--- config.mk ---
export PLATFORM = sky130hd
export DESIGN_NAME = stc_parser
export DESIGN_NICKNAME = d
export VERILOG_FILES = /design/src/design/stc_pkg.sv /design/src/design/stc_parser.sv
export SDC_FILE = /design/constraint.sdc
export NUM_CORES = 1
export LEC_CHECK = 0
export BUFFER_PORTS_ARGS = -buffer_cell sky130_fd_sc_hd__buf_2
export CAP_MARGIN = 15
export CORE_MARGIN = 2
export CORE_UTILIZATION = 35
export CTS_CLUSTER_SIZE = 40
export DETAILED_ROUTE_END_ITERATION = 8
export PLACE_DENSITY = 0.57
export SETUP_SLACK_MARGIN = 0.3
export SYNTH_ARGS = -nofsm -noshare
export SYNTH_HDL_FRONTEND = slang
export SYNTH_SLANG_ARGS = --single-unit
--- constraint.sdc ---
create_clock -name mclk -period 3.8 [get_ports mclk]
set_input_delay 0.19 -clock mclk [delete_from_list [all_inputs] [get_ports mclk]]
set_output_delay 0.19 -clock mclk [all_outputs]
set_load 0.01 [all_outputs]
--- src/design/stc_pkg.sv ---
/*
  package for the special and timed command parser: characters, codes, timing.
  assumes a 40 MHz system clock.
*/
package stc_pkg;
  localparam int unsigned CLK_HZ = 40_000_000;
  localparam int unsigned TICK_S = 1;
  localparam int unsigned TICK_CYCLES = CLK_HZ * TICK_S;
  localparam logic [7:0] CH_CR = 8'h0D;
  localparam logic [7:0] CH_BAR = 8'h7C;
  localparam logic [7:0] CH_S = 8'h53;
  localparam logic [7:0] CH_F = 8'h46;
  localparam logic [7:0] CH_R = 8'h52;
  localparam logic [7:0] CH_T = 8'h54;
  localparam logic [7:0] CH_A = 8'h41;
  localparam logic [7:0] CH_0 = 8'h30;
  localparam logic [7:0] CH_9 = 8'h39;
  localparam logic [3:0] SP_HOLO = 4'h1;
  localparam logic [3:0] SP_CLR_DIS = 4'h8;
  localparam logic [3:0] SP_CLR_EN = 4'h9;
  localparam logic [2:0] UNIT_FRONT = 3'b001;
  localparam logic [2:0] UNIT_REAR = 3'b010;
  localparam logic [2:0] UNIT_TOP = 3'b100;
  localparam logic [2:0] UNIT_ALL = 3'b111;
  localparam logic [3:0] POS_DOWN = 4'h0;
  localparam logic [6:0] SEQ_HOLO = 7'h01;
  localparam logic [15:0] RUN_W = 16'h0000;
  localparam logic [15:0] RUN_MAX = 16'h1999;
  localparam logic TWITCH_RST = 1'b1;
  typedef enum logic [5:0] {
    STC_IDLE = 6'b000001,
    STC_TYPE = 6'b000010,
    STC_VAL1 = 6'b000100,
    STC_VAL2 = 6'b001000,
    STC_TAIL = 6'b010000,
    STC_SPEC = 6'b100000
  } stc_state_e;
endpackage

--- src/design/stc_parser.sv ---
/*
  command parser: takes a byte stream, decodes regular, special and timed commands
  and issues one-cycle actions to the light and servo sequencers of three units.
  assumes bytes arrive as a one-cycle strobe on mclk; i2c framing gives end_in.
*/
// What this block does
// - hologram special: front unit down, flicker lights on, rear and top disabled.
// - clear-and-disable special: all lights off, both auto twitch modes off.
// - clear-and-enable special: all lights off, both auto twitch modes on.
// - a bar then decimal seconds after any command sets its run time.
// - on run-time expiry: halt, clear lights, restore prior twitch state.
// - one special command fires its light and servo actions together.
// - serial command ends at carriage return; i2c ends by framing instead.
// - first letter picks unit: front, rear, top or all three.
// - then type digit light or servo, then two-digit sequence value.
`timescale 1ns/10ps
module stc_parser
  import stc_pkg::*;
#(
  // cycles per second tick; only a bench that must see expiry shortens it
  parameter int unsigned TICK_N = TICK_CYCLES
) (
  input wire logic mclk,
  input wire logic reset_n,
  input wire logic byte_valid,
  input wire logic [7:0] byte_data,
  input wire logic end_in,
  output logic cmd_go_ff,
  output logic [2:0] cmd_unit_ff,
  output logic cmd_servo_ff,
  output logic [6:0] cmd_seq_ff,
  output logic [3:0] cmd_arg_ff,
  output logic servo_go_ff,
  output logic [2:0] servo_unit_ff,
  output logic [3:0] servo_pos_ff,
  output logic [2:0] unit_dis_ff,
  output logic clear_go_ff,
  output logic [2:0] clear_unit_ff,
  output logic led_twitch_ff,
  output logic servo_twitch_ff,
  output logic timer_busy_ff,
  output logic bad_cmd_ff
);
  import stc_pkg::*;

  stc_state_e st_ff;
  logic [2:0] unit_ff;
  logic typ_ff;
  logic [6:0] seq_ff;
  logic [3:0] arg_ff;
  logic arg_seen_ff;
  logic bar_ff;
  logic [15:0] run_ff;
  logic err_ff;
  logic [25:0] pre_ff;
  logic [15:0] cnt_ff;
  logic tick;
  logic save_led_ff;
  logic save_servo_ff;
  logic [2:0] timed_unit_ff;
  logic is_digit;
  logic [3:0] dig;
  logic fin;
  logic expire;
  logic [2:0] unit_code;

  assign is_digit = (byte_data >= CH_0) && (byte_data <= CH_9);
  assign dig = 4'(byte_data - CH_0);
  // end of command: carriage return on serial, framing end on i2c
  assign fin = (byte_valid && byte_data == CH_CR) || end_in;

  always_comb begin
    unique case (byte_data)
      CH_F: unit_code = UNIT_FRONT;
      CH_R: unit_code = UNIT_REAR;
      CH_T: unit_code = UNIT_TOP;
      CH_A: unit_code = UNIT_ALL;
      default: unit_code = 3'b000;
    endcase
  end

  // character sequencer
  always_ff @(posedge mclk or negedge reset_n) begin
    if (!reset_n) begin
      st_ff <= STC_IDLE;
      unit_ff <= 3'b000;
      typ_ff <= 1'b0;
      seq_ff <= 7'h00;
      arg_ff <= 4'h0;
      arg_seen_ff <= 1'b0;
      bar_ff <= 1'b0;
      run_ff <= RUN_W;
      err_ff <= 1'b0;
    end else if (fin) begin
      st_ff <= STC_IDLE;
      err_ff <= 1'b0;
      bar_ff <= 1'b0;
      run_ff <= RUN_W;
      arg_seen_ff <= 1'b0;
    end else if (byte_valid) begin
      unique case (st_ff)
        STC_IDLE: begin
          bar_ff <= 1'b0;
          run_ff <= RUN_W;
          arg_seen_ff <= 1'b0;
          arg_ff <= 4'h0;
          if (byte_data == CH_S) begin
            st_ff <= STC_SPEC;
            unit_ff <= UNIT_ALL;
          end else begin
            st_ff <= STC_TYPE;
            unit_ff <= unit_code;
            err_ff <= (unit_code == 3'b000);
          end
        end
        STC_TYPE: begin
          st_ff <= STC_VAL1;
          typ_ff <= (byte_data == 8'h31);
          if (byte_data != CH_0 && byte_data != 8'h31) begin
            err_ff <= 1'b1;
          end
        end
        STC_VAL1: begin
          st_ff <= STC_VAL2;
          seq_ff <= 7'(dig) * 7'd10; // leading digit kept
          if (!is_digit) begin
            err_ff <= 1'b1;
          end
        end
        STC_VAL2: begin
          st_ff <= STC_TAIL;
          seq_ff <= 7'(seq_ff + 7'(dig));
          if (!is_digit) begin
            err_ff <= 1'b1;
          end
        end
        STC_SPEC, STC_TAIL: begin
          if (byte_data == CH_BAR && !bar_ff) begin
            bar_ff <= 1'b1;
          end else if (bar_ff && is_digit) begin
            // saturate so long counts cannot wrap to short ones
            if (run_ff >= RUN_MAX) begin
              run_ff <= 16'hFFFF;
            end else begin
              run_ff <= 16'(run_ff * 16'd10 + 16'(dig));
            end
          end else if (!bar_ff && is_digit && !arg_seen_ff) begin
            arg_ff <= dig;
            arg_seen_ff <= 1'b1;
          end else begin
            err_ff <= 1'b1;
          end
        end
        default: st_ff <= STC_IDLE;
      endcase
    end
  end

  logic do_cmd;
  logic do_spec;
  logic load;
  assign do_cmd = fin && st_ff == STC_TAIL && !err_ff;
  assign do_spec = fin && st_ff == STC_SPEC && !err_ff && arg_seen_ff;
  assign load = (do_cmd || do_spec) && bar_ff && run_ff != 16'h0000;

  // one-second prescaler, only runs while a timed command is live
  always_ff @(posedge mclk or negedge reset_n) begin
    if (!reset_n) begin
      pre_ff <= 26'h000_0000;
    end else if (!timer_busy_ff || pre_ff == 26'(TICK_N - 1)) begin
      pre_ff <= 26'h000_0000;
    end else begin
      pre_ff <= 26'(pre_ff + 26'd1);
    end
  end
  assign tick = timer_busy_ff && pre_ff == 26'(TICK_N - 1);
  assign expire = tick && cnt_ff == 16'h0001;

  // run-time counter and saved twitch state
  always_ff @(posedge mclk or negedge reset_n) begin
    if (!reset_n) begin
      cnt_ff <= 16'h0000;
      timer_busy_ff <= 1'b0;
      save_led_ff <= TWITCH_RST;
      save_servo_ff <= TWITCH_RST;
      timed_unit_ff <= 3'b000;
    end else if (load) begin
      cnt_ff <= run_ff;
      timer_busy_ff <= 1'b1;
      timed_unit_ff <= unit_ff;
      // a new timed command keeps the oldest auto state as the one to return to
      if (!timer_busy_ff) begin
        save_led_ff <= led_twitch_ff;
        save_servo_ff <= servo_twitch_ff;
      end
    end else if (expire) begin
      cnt_ff <= 16'h0000;
      timer_busy_ff <= 1'b0;
    end else if (tick) begin
      cnt_ff <= 16'(cnt_ff - 16'd1);
    end
  end

  // auto twitch enables; a twitch-setting or timed command in the expiry cycle wins over the restore
  always_ff @(posedge mclk or negedge reset_n) begin
    if (!reset_n) begin
      led_twitch_ff <= TWITCH_RST;
      servo_twitch_ff <= TWITCH_RST;
    end else if (do_spec && arg_ff == SP_CLR_DIS) begin
      led_twitch_ff <= 1'b0;
      servo_twitch_ff <= 1'b0;
    end else if (do_spec && arg_ff == SP_CLR_EN) begin
      led_twitch_ff <= 1'b1;
      servo_twitch_ff <= 1'b1;
    end else if (do_cmd && seq_ff == 7'd98) begin
      if (typ_ff) servo_twitch_ff <= 1'b0;
      else led_twitch_ff <= 1'b0;
    end else if (do_cmd && seq_ff == 7'd99) begin
      if (typ_ff) servo_twitch_ff <= 1'b1;
      else led_twitch_ff <= 1'b1;
    end else if (expire && !load) begin
      led_twitch_ff <= save_led_ff;
      servo_twitch_ff <= save_servo_ff;
    end
  end

  // action strobes; the hologram special drives light and servo in one cycle
  always_ff @(posedge mclk or negedge reset_n) begin
    if (!reset_n) begin
      cmd_go_ff <= 1'b0;
      cmd_unit_ff <= 3'b000;
      cmd_servo_ff <= 1'b0;
      cmd_seq_ff <= 7'h00;
      cmd_arg_ff <= 4'h0;
      servo_go_ff <= 1'b0;
      servo_unit_ff <= 3'b000;
      servo_pos_ff <= 4'h0;
      unit_dis_ff <= 3'b000;
      clear_go_ff <= 1'b0;
      clear_unit_ff <= 3'b000;
      bad_cmd_ff <= 1'b0;
    end else begin
      cmd_go_ff <= 1'b0;
      servo_go_ff <= 1'b0;
      clear_go_ff <= 1'b0;
      bad_cmd_ff <= fin && st_ff != STC_IDLE && !do_cmd && !do_spec;
      if (do_cmd) begin
        cmd_go_ff <= 1'b1;
        cmd_unit_ff <= unit_ff;
        cmd_servo_ff <= typ_ff;
        cmd_seq_ff <= seq_ff;
        cmd_arg_ff <= arg_ff;
        unit_dis_ff <= unit_dis_ff & ~unit_ff;
      end else if (do_spec && arg_ff == SP_HOLO) begin
        cmd_go_ff <= 1'b1;
        cmd_unit_ff <= UNIT_FRONT;
        cmd_servo_ff <= 1'b0;
        cmd_seq_ff <= SEQ_HOLO;
        cmd_arg_ff <= 4'h0;
        servo_go_ff <= 1'b1;
        servo_unit_ff <= UNIT_FRONT;
        servo_pos_ff <= POS_DOWN;
        unit_dis_ff <= UNIT_REAR | UNIT_TOP;
      end else if (do_spec && (arg_ff == SP_CLR_DIS || arg_ff == SP_CLR_EN)) begin
        clear_go_ff <= 1'b1;
        clear_unit_ff <= UNIT_ALL;
        unit_dis_ff <= 3'b000;
      end else if (expire) begin
        clear_go_ff <= 1'b1;
        clear_unit_ff <= timed_unit_ff;
      end
    end
  end

  property p_holo;
    @(posedge mclk) disable iff (!reset_n)
      do_spec && arg_ff == SP_HOLO |=> cmd_go_ff && servo_go_ff && cmd_unit_ff == UNIT_FRONT
        && servo_pos_ff == POS_DOWN && unit_dis_ff == 3'b110;
  endproperty
  a_holo: assert property (p_holo) else $error("hologram mode wrong");
  property p_clr_dis;
    @(posedge mclk) disable iff (!reset_n)
      do_spec && arg_ff == SP_CLR_DIS |=> clear_go_ff && clear_unit_ff == UNIT_ALL
        && !led_twitch_ff && !servo_twitch_ff;
  endproperty
  a_clr_dis: assert property (p_clr_dis) else $error("clear-disable wrong");
  property p_clr_en;
    @(posedge mclk) disable iff (!reset_n)
      do_spec && arg_ff == SP_CLR_EN |=> clear_go_ff && led_twitch_ff && servo_twitch_ff;
  endproperty
  a_clr_en: assert property (p_clr_en) else $error("clear-enable wrong");
  property p_load;
    @(posedge mclk) disable iff (!reset_n)
      (do_cmd || do_spec) && bar_ff && run_ff != 16'h0000 |=> timer_busy_ff
        && cnt_ff == $past(run_ff);
  endproperty
  a_load: assert property (p_load) else $error("run time not loaded");
  property p_expire;
    @(posedge mclk) disable iff (!reset_n)
      expire && !(do_cmd || do_spec) |=> clear_go_ff && !timer_busy_ff
        && led_twitch_ff == $past(save_led_ff) && servo_twitch_ff == $past(save_servo_ff);
  endproperty
  a_expire: assert property (p_expire) else $error("expiry restore wrong");
  property p_tick;
    @(posedge mclk) disable iff (!reset_n)
      tick && cnt_ff > 16'h0001 && !(do_cmd || do_spec) |=> cnt_ff == $past(cnt_ff) - 16'd1;
  endproperty
  a_tick: assert property (p_tick) else $error("countdown wrong");
  property p_fin;
    @(posedge mclk) disable iff (!reset_n)
      fin |=> st_ff == STC_IDLE;
  endproperty
  a_fin: assert property (p_fin) else $error("terminator not honoured");
  property p_unit;
    @(posedge mclk) disable iff (!reset_n)
      byte_valid && !fin && st_ff == STC_IDLE && byte_data == CH_A
        |=> unit_ff == UNIT_ALL ##1 1'b1;
  endproperty
  a_unit: assert property (p_unit) else $error("unit decode wrong");
  property p_cmd;
    @(posedge mclk) disable iff (!reset_n)
      do_cmd |=> cmd_go_ff && cmd_seq_ff == $past(seq_ff) && cmd_servo_ff == $past(typ_ff);
  endproperty
  a_cmd: assert property (p_cmd) else $error("regular command wrong");
  property p_bad;
    @(posedge mclk) disable iff (!reset_n)
      fin && st_ff != STC_IDLE && err_ff |=> bad_cmd_ff && !cmd_go_ff && !servo_go_ff;
  endproperty
  a_bad: assert property (p_bad) else $error("malformed command not refused");
  c_holo: cover property (@(posedge mclk) disable iff (!reset_n) do_spec && arg_ff == SP_HOLO);
  c_timed: cover property (@(posedge mclk) disable iff (!reset_n) do_cmd && bar_ff);
  c_expire: cover property (@(posedge mclk) disable iff (!reset_n) expire);
  c_bad: cover property (@(posedge mclk) disable iff (!reset_n) bad_cmd_ff);
endmodule

Word-level counts from Yosys, hierarchy flattened
Cells that the tools add are included.
{"block": "totals", "elab_cells": 227, "register_bits": 116, "inputBits": 12, "output_inout_bits": 35}
{"block": "classes", "add_sub_neg": 5, "n_mul": 2, "n_reduce_logical": 66, "n_bitwise": 6, "mux": 76, "n_lt_le_gt_ge": 3, "eq_ne": 41}
{"cell": "$mux W16", "n": 8}
{"cell": "$eq A8 B7 Y1 const B", "n": 6}
{"cell": "$mux W1", "n": 41}
{"cell": "$pmux W16 S2", "n": 1}
{"cell": "$pmux W6 S5", "n": 1}
{"cell": "$add A26 B1 Y26 const B", "n": 1}
{"cell": "$eq A26 B26 Y1 const B", "n": 1}
{"cell": "$logic_and A1 B1 Y1", "n": 26}
{"cell": "$mux W26", "n": 1}
{"cell": "$mux W3", "n": 8}
{"cell": "$ne A3 B3 Y1 const B", "n": 8}
{"cell": "$reduce_and A3 Y1", "n": 7}
{"cell": "$mux W4", "n": 5}
{"cell": "$mux W6", "n": 3}
{"cell": "$add A16 B4 Y16", "n": 1}
{"cell": "$eq A16 B1 Y1 const B", "n": 1}
{"cell": "$ge A16 B13 Y1 const B", "n": 1}
{"cell": "$mul A16 B3 Y15 const B", "n": 1}
{"cell": "$ne A4 B4 Y1 const B", "n": 4}
{"cell": "$ne A8 B6 Y1 const B", "n": 2}
{"cell": "$reduce_bool A16 Y1", "n": 1}
{"cell": "$sub A16 B1 Y16 const B", "n": 1}
{"cell": "$eq A7 B7 Y1 const B", "n": 2}
{"cell": "$mux W7", "n": 2}
{"cell": "38 further kinds", "n": 66}

Depth between registers and ports, before layout
{"block": "depth", "ltp_word": 16, "ltp_mapped": 10, "depth_no_buf": 10}

Worst setup path before layout
No wires, ideal clock.
{"block": "synth_path", "path_type": "flip-flop to flip-flop", "startpoint": "register run_ff[1]", "endpoint": "register run_ff[14]", "period_less_slack_ns": 3.022, "t_required_ns": 3.667, "n_path_buf": 0, "setup_ns": 0.133, "path_stages_with_launch": 11, "t_arrival_ns": 2.889, "slack_ns": 0.778, "path_cell_list": "dfrtp_1 -> ha_1 -> ha_1 -> fa_1 -> a21oi_1 -> o2111a_1 -> or3_1 -> or3b_2 -> nor4_1 -> xor2_1 -> o21ai_0"}
{"block": "synth_via", "elab_chain_len": 8, "word_cells_on_any_way": 9, "classes_between": "add/sub (1); mul (1); order compare (1); mux (6)"}
{"element": "start, declared", "line": "stc_parser.sv:53", "text": "logic [15:0] run_ff;"}
{"element": "start signal, assigned", "line": "stc_parser.sv:145", "text": "run_ff <= 16'(run_ff * 16'd10 + 16'(dig));"}
{"element": "$mul A16 B3 Y15", "line": "stc_parser.sv:145"}
{"element": "$add A16 B4 Y16", "line": "stc_parser.sv:145"}
{"element": "$mux W16 *", "line": "stc_parser.sv:142", "text": "if (run_ff >= RUN_MAX) begin"}
{"element": "$mux W16 *", "line": "stc_parser.sv:140", "text": "end else if (bar_ff && is_digit) begin"}
{"element": "$mux W16 *", "line": "stc_parser.sv:138", "text": "if (byte_data == CH_BAR && !bar_ff) begin"}
{"element": "$pmux W16 S2 *", "line": "stc_parser.sv:101", "text": "unique case (st_ff)"}
{"element": "$mux W16 *", "line": "stc_parser.sv:100", "text": "end else if (byte_valid) begin"}
{"element": "$mux W16 *", "line": "stc_parser.sv:94", "text": "end else if (fin) begin"}
Mark *: on every way between the ends. The rest lies on a longest branch, timed or not. The select of a mux whose other input is x is not followed.
A chain may end at the register's enable or synchronous reset.

Final worst setup path
{"block": "layout_path", "startpoint": "register run_ff[3]", "endpoint": "register run_ff[14]"}
Same word-level chain as after synthesis.

==> impl_metrics.csv <==
group,metric,value,unit
outcome,status,"finished, final reports clean",
detailed_routing,remaining_drc_errors,0,
logic_synthesis,yosysWarnings,0,
worst_setup_path,endpoint_kind,"flip-flop",
detailed_routing,viasPerCell,5.32,
clock_network,cts_setup_buffers,0,
power,p_clk_share,53.7,%
place,placed_cell_area,7630,µm²
power,power_switching_share,24.6,%
finish,n_fill_cell,1983,
logic_synthesis,async_flop_share,100,%
floorplan,dieWidth,147,µm
detailed_routing,wirelength,17.9,mm
sta,worstMarginPinSlew,905,ps
place,portBuffers,40,
global_routing,grt_pass1_vias,5808,
power,power,0.00313,W
logic_synthesis,synth_edf_count,0,
clock_network,cts_inserted_buffers,17,
logic_synthesis,ys.flop_type,"dfrtp_1",
sta,max_freq,0.306,GHz
power,pwr_density_cell,379,nW/µm²
power,p_leak,3.71,nW
sta,min_period,3270,ps
finish,syn2layout_area_growth,16.1,%
detailed_routing,wl_per_cell,15.7,µm
clock_network,clockBufferDepth,2,
sta,setup_ws,533,ps
sta,tns,0,ps
worst_setup_path,path_class,"reg2reg",
clock_network,clockRootBuffer,"clkbuf_16",
power,vdd_ir_drop_max,0.338,mV
global_routing,grt_use_total,17.2,%
logic_synthesis,synth_area_leaders,"dfrtp_1 39%, ha_1 6.3%, o21ai_0 5.6%",
place,dpl.hpwl,12.9,mm
logic_synthesis,synth_cells,812,
logic_synthesis,synth_top_area_cell,"dfrtp_1",
sta,slew_violations,0,
sta,post-route-period-util,86.0,%
worst_setup_path,critPathMaxFanout,6,
finish,nNetsFinal,907,
logic_synthesis,ys_ff_latch,116,
hold_path,holdCritPathClass,"in2reg",
detailed_routing,dr.first_iter.drc_count,394,
worst_setup_path,worst_setup_path_start_kind,"flip-flop",
detailed_routing,vias,6052,
clock_network,cts_sinks,116,
power,seq_power_share,40.5,%
clock_network,clock_latency,420,ps
floorplan,die_area,21500,µm²
floorplan,start_util,35.4,%
worst_setup_path,arrival,3550,ps
global_routing,grt_pass1_wl,30.1,mm
global_routing,grt_start_max_net_pins,71,
clock_network,cts.htree.levels,4,
worst_setup_path,required,4080,ps
power,power_switching,0.000771,W
sta,finalHoldViolCount,0,
clock_network,cts.clk_slew.worst_paths,60,ps
logic_synthesis,yosysTopAreaCellShare,39.0,%
finish,final_cell_area,8270,µm²
sta,setup_viol,0,
sta,slew_headroom,39.4,%
floorplan,die_y,147,µm
place,place_congestion,0.842,
logic_synthesis,yosys.cell_types.count,73,
global_routing,antenna_found_initial,0,
sta,hold_ws,171,ps
power,combPwrFrac,5.8,%
sta,rsz0062_at_grt,"no",
logic_synthesis,syn_avg_cell_area,8.77,µm²
detailed_routing,dr.pass1.iters,7,
sta,final.setup_skew,9.35,ps
detailed_routing,ant_nets,0,
place,place_ws,470,ps
finish,drive_gt1_share,13.2,%
floorplan,io_pins,47,
finish,n_antenna_cell,0,
logic_synthesis,synth_seq_area_share,40.8,%
floorplan,placementRows,52,
clock_network,cts_tree,"yes",
global_routing,grt_overflow,0,
power,power.internal,0.00236,W
logic_synthesis,synth_area,7120,µm²
flow_run,cap_violations,0,
floorplan,coreArea,20100,µm²
worst max-delay path, stage by stage (launching register included):
cell	delay [ps]
dfrtp_1	450
ha_1	300
ha_1	240
fa_1	440
a21oi_2	240
o2111a_1	190
or3_1	150
or3b_2	510
nor4_1	320
xor2_1	200
o21ai_0	90
cells in the mapped netlist (5+ instances only):
cell	number
a21oi_1	46
mux2_2	9
nand2b_1	8
nand2_1	92
nor2_1	90
and2_1	6
o22ai_1	6
clkbuf_1	26
ha_1	36
o21a_1	6
a211oi_1	6
xnor2_1	16
xor2_1	25
dfstp_2	5
a21o_1	9
nor3_1	19
o211ai_1	5
inv_1	27
dfrtp_1	111
or3_1	6
and3_1	16
nand3_1	23
nor2b_1	14
buf_4	6
o21ai_0	80
nor4_1	12
nand4_1	9
final cells by class:
class | instances | area, µm² | area share, %
clock buffers | 17 | 425 | 5.14
inverters | 27 | 101 | 1.23
flip-flops and latches | 116 | 2910 | 35.2
multi-input cells | 640 | 4000 | 48.4
clock inverters | 15 | 194 | 2.34
well taps | 270 | 338 | 4.08
repair buffers | 53 | 303 | 3.66
power groups by stage:
stage | clock network [W] | registers (W) | logic (W)
floorplan | 0 | 0.00129 | 0.000106
global placement | 0 | 0.00129 | 0.000178
detailed placement | 0 | 0.00129 | 0.000179
CTS | 0.00171 | 0.00127 | 0.000181
global route | 0.00177 | 0.00127 | 0.000204
finish | 0.00168 | 0.00127 | 0.000181
cells in the final DEF, fill, tap and decap left out, types with 11 or more instances in the layout:
cell type	netlist	routed
clkbuf_16	0	17
o21ai_0	80	80
buf_2	0	39
xnor2_1	16	16
nor2b_1	14	14
nand2_1	92	92
xor2_1	25	25
nand3_1	23	23
nor4_1	12	11
and3_1	16	16
nor2_1	90	89
a21oi_1	46	45
ha_1	36	36
nor3_1	19	19
inv_1	27	27
dfrtp_1	111	111
buf_4	6	13
flip-flops by register name, summed over array words and instances (netlist names), 3 cells and up:
name,cells
clear_unit_ff,3
timed_unit_ff,3
cmd_unit_ff,3
cnt_ff,16
unit_dis_ff,3
unit_ff,3
st_ff,6
cmd_seq_ff,7
arg_ff,4
seq_ff,7
cmd_arg_ff,4
pre_ff,26
run_ff,16
cell families after synthesis:
logic type / Yosys count / share of synthesized area [%]
xor+xnor: 41 / 5.04
flops: 116 / 40.8
fa+ha+maj: 40 / 7.45
mux: 13 / 2.02
simple gates: 330 / 22.9
buf+inv: 61 / 3.55
compound gates: 210 / 18.2
other cells: 1 / 0.0526
worst paths after layout:
check	startpoint	to	slack, ps	depth (start not counted)
min in group asynchronous	reset_n	pre_ff[14]	440	2
setup reg to reg	run_ff[3]	run_ff[14]	530	10
max in group asynchronous	reset_n	servo_twitch_ff	2430	3
hold / removal	byte_valid	st_ff[3]	170	3
setup / recovery	run_ff[3]	run_ff[14]	530	10
hold reg to reg	servo_unit_ff[0]	servo_unit_ff[0]	460	1
timing repair:
action                     CTS  global route
setup endpoints to repair    0             3
hold buffers                 1             0
hold endpoints to repair    65             0
gates resized for setup      0             3
routing by layer:
layer	routed length [µm]	GRT usage, %	up-vias
met2	7990	26.2	137
met1	8950	25.0	2914
li1	-	-	2983
met4	190	5.00	0
met3	790	3.25	18
met5	0	0	-
stage by stage:
step	util, %	cells
after floorplan	-	817
after global placement	37.9	1105
after detailed placement	37.9	1105
after CTS	41.1	1138
after global routing	41.1	1138
final	41.1	1138
Power figures use the tool's default switching activity.
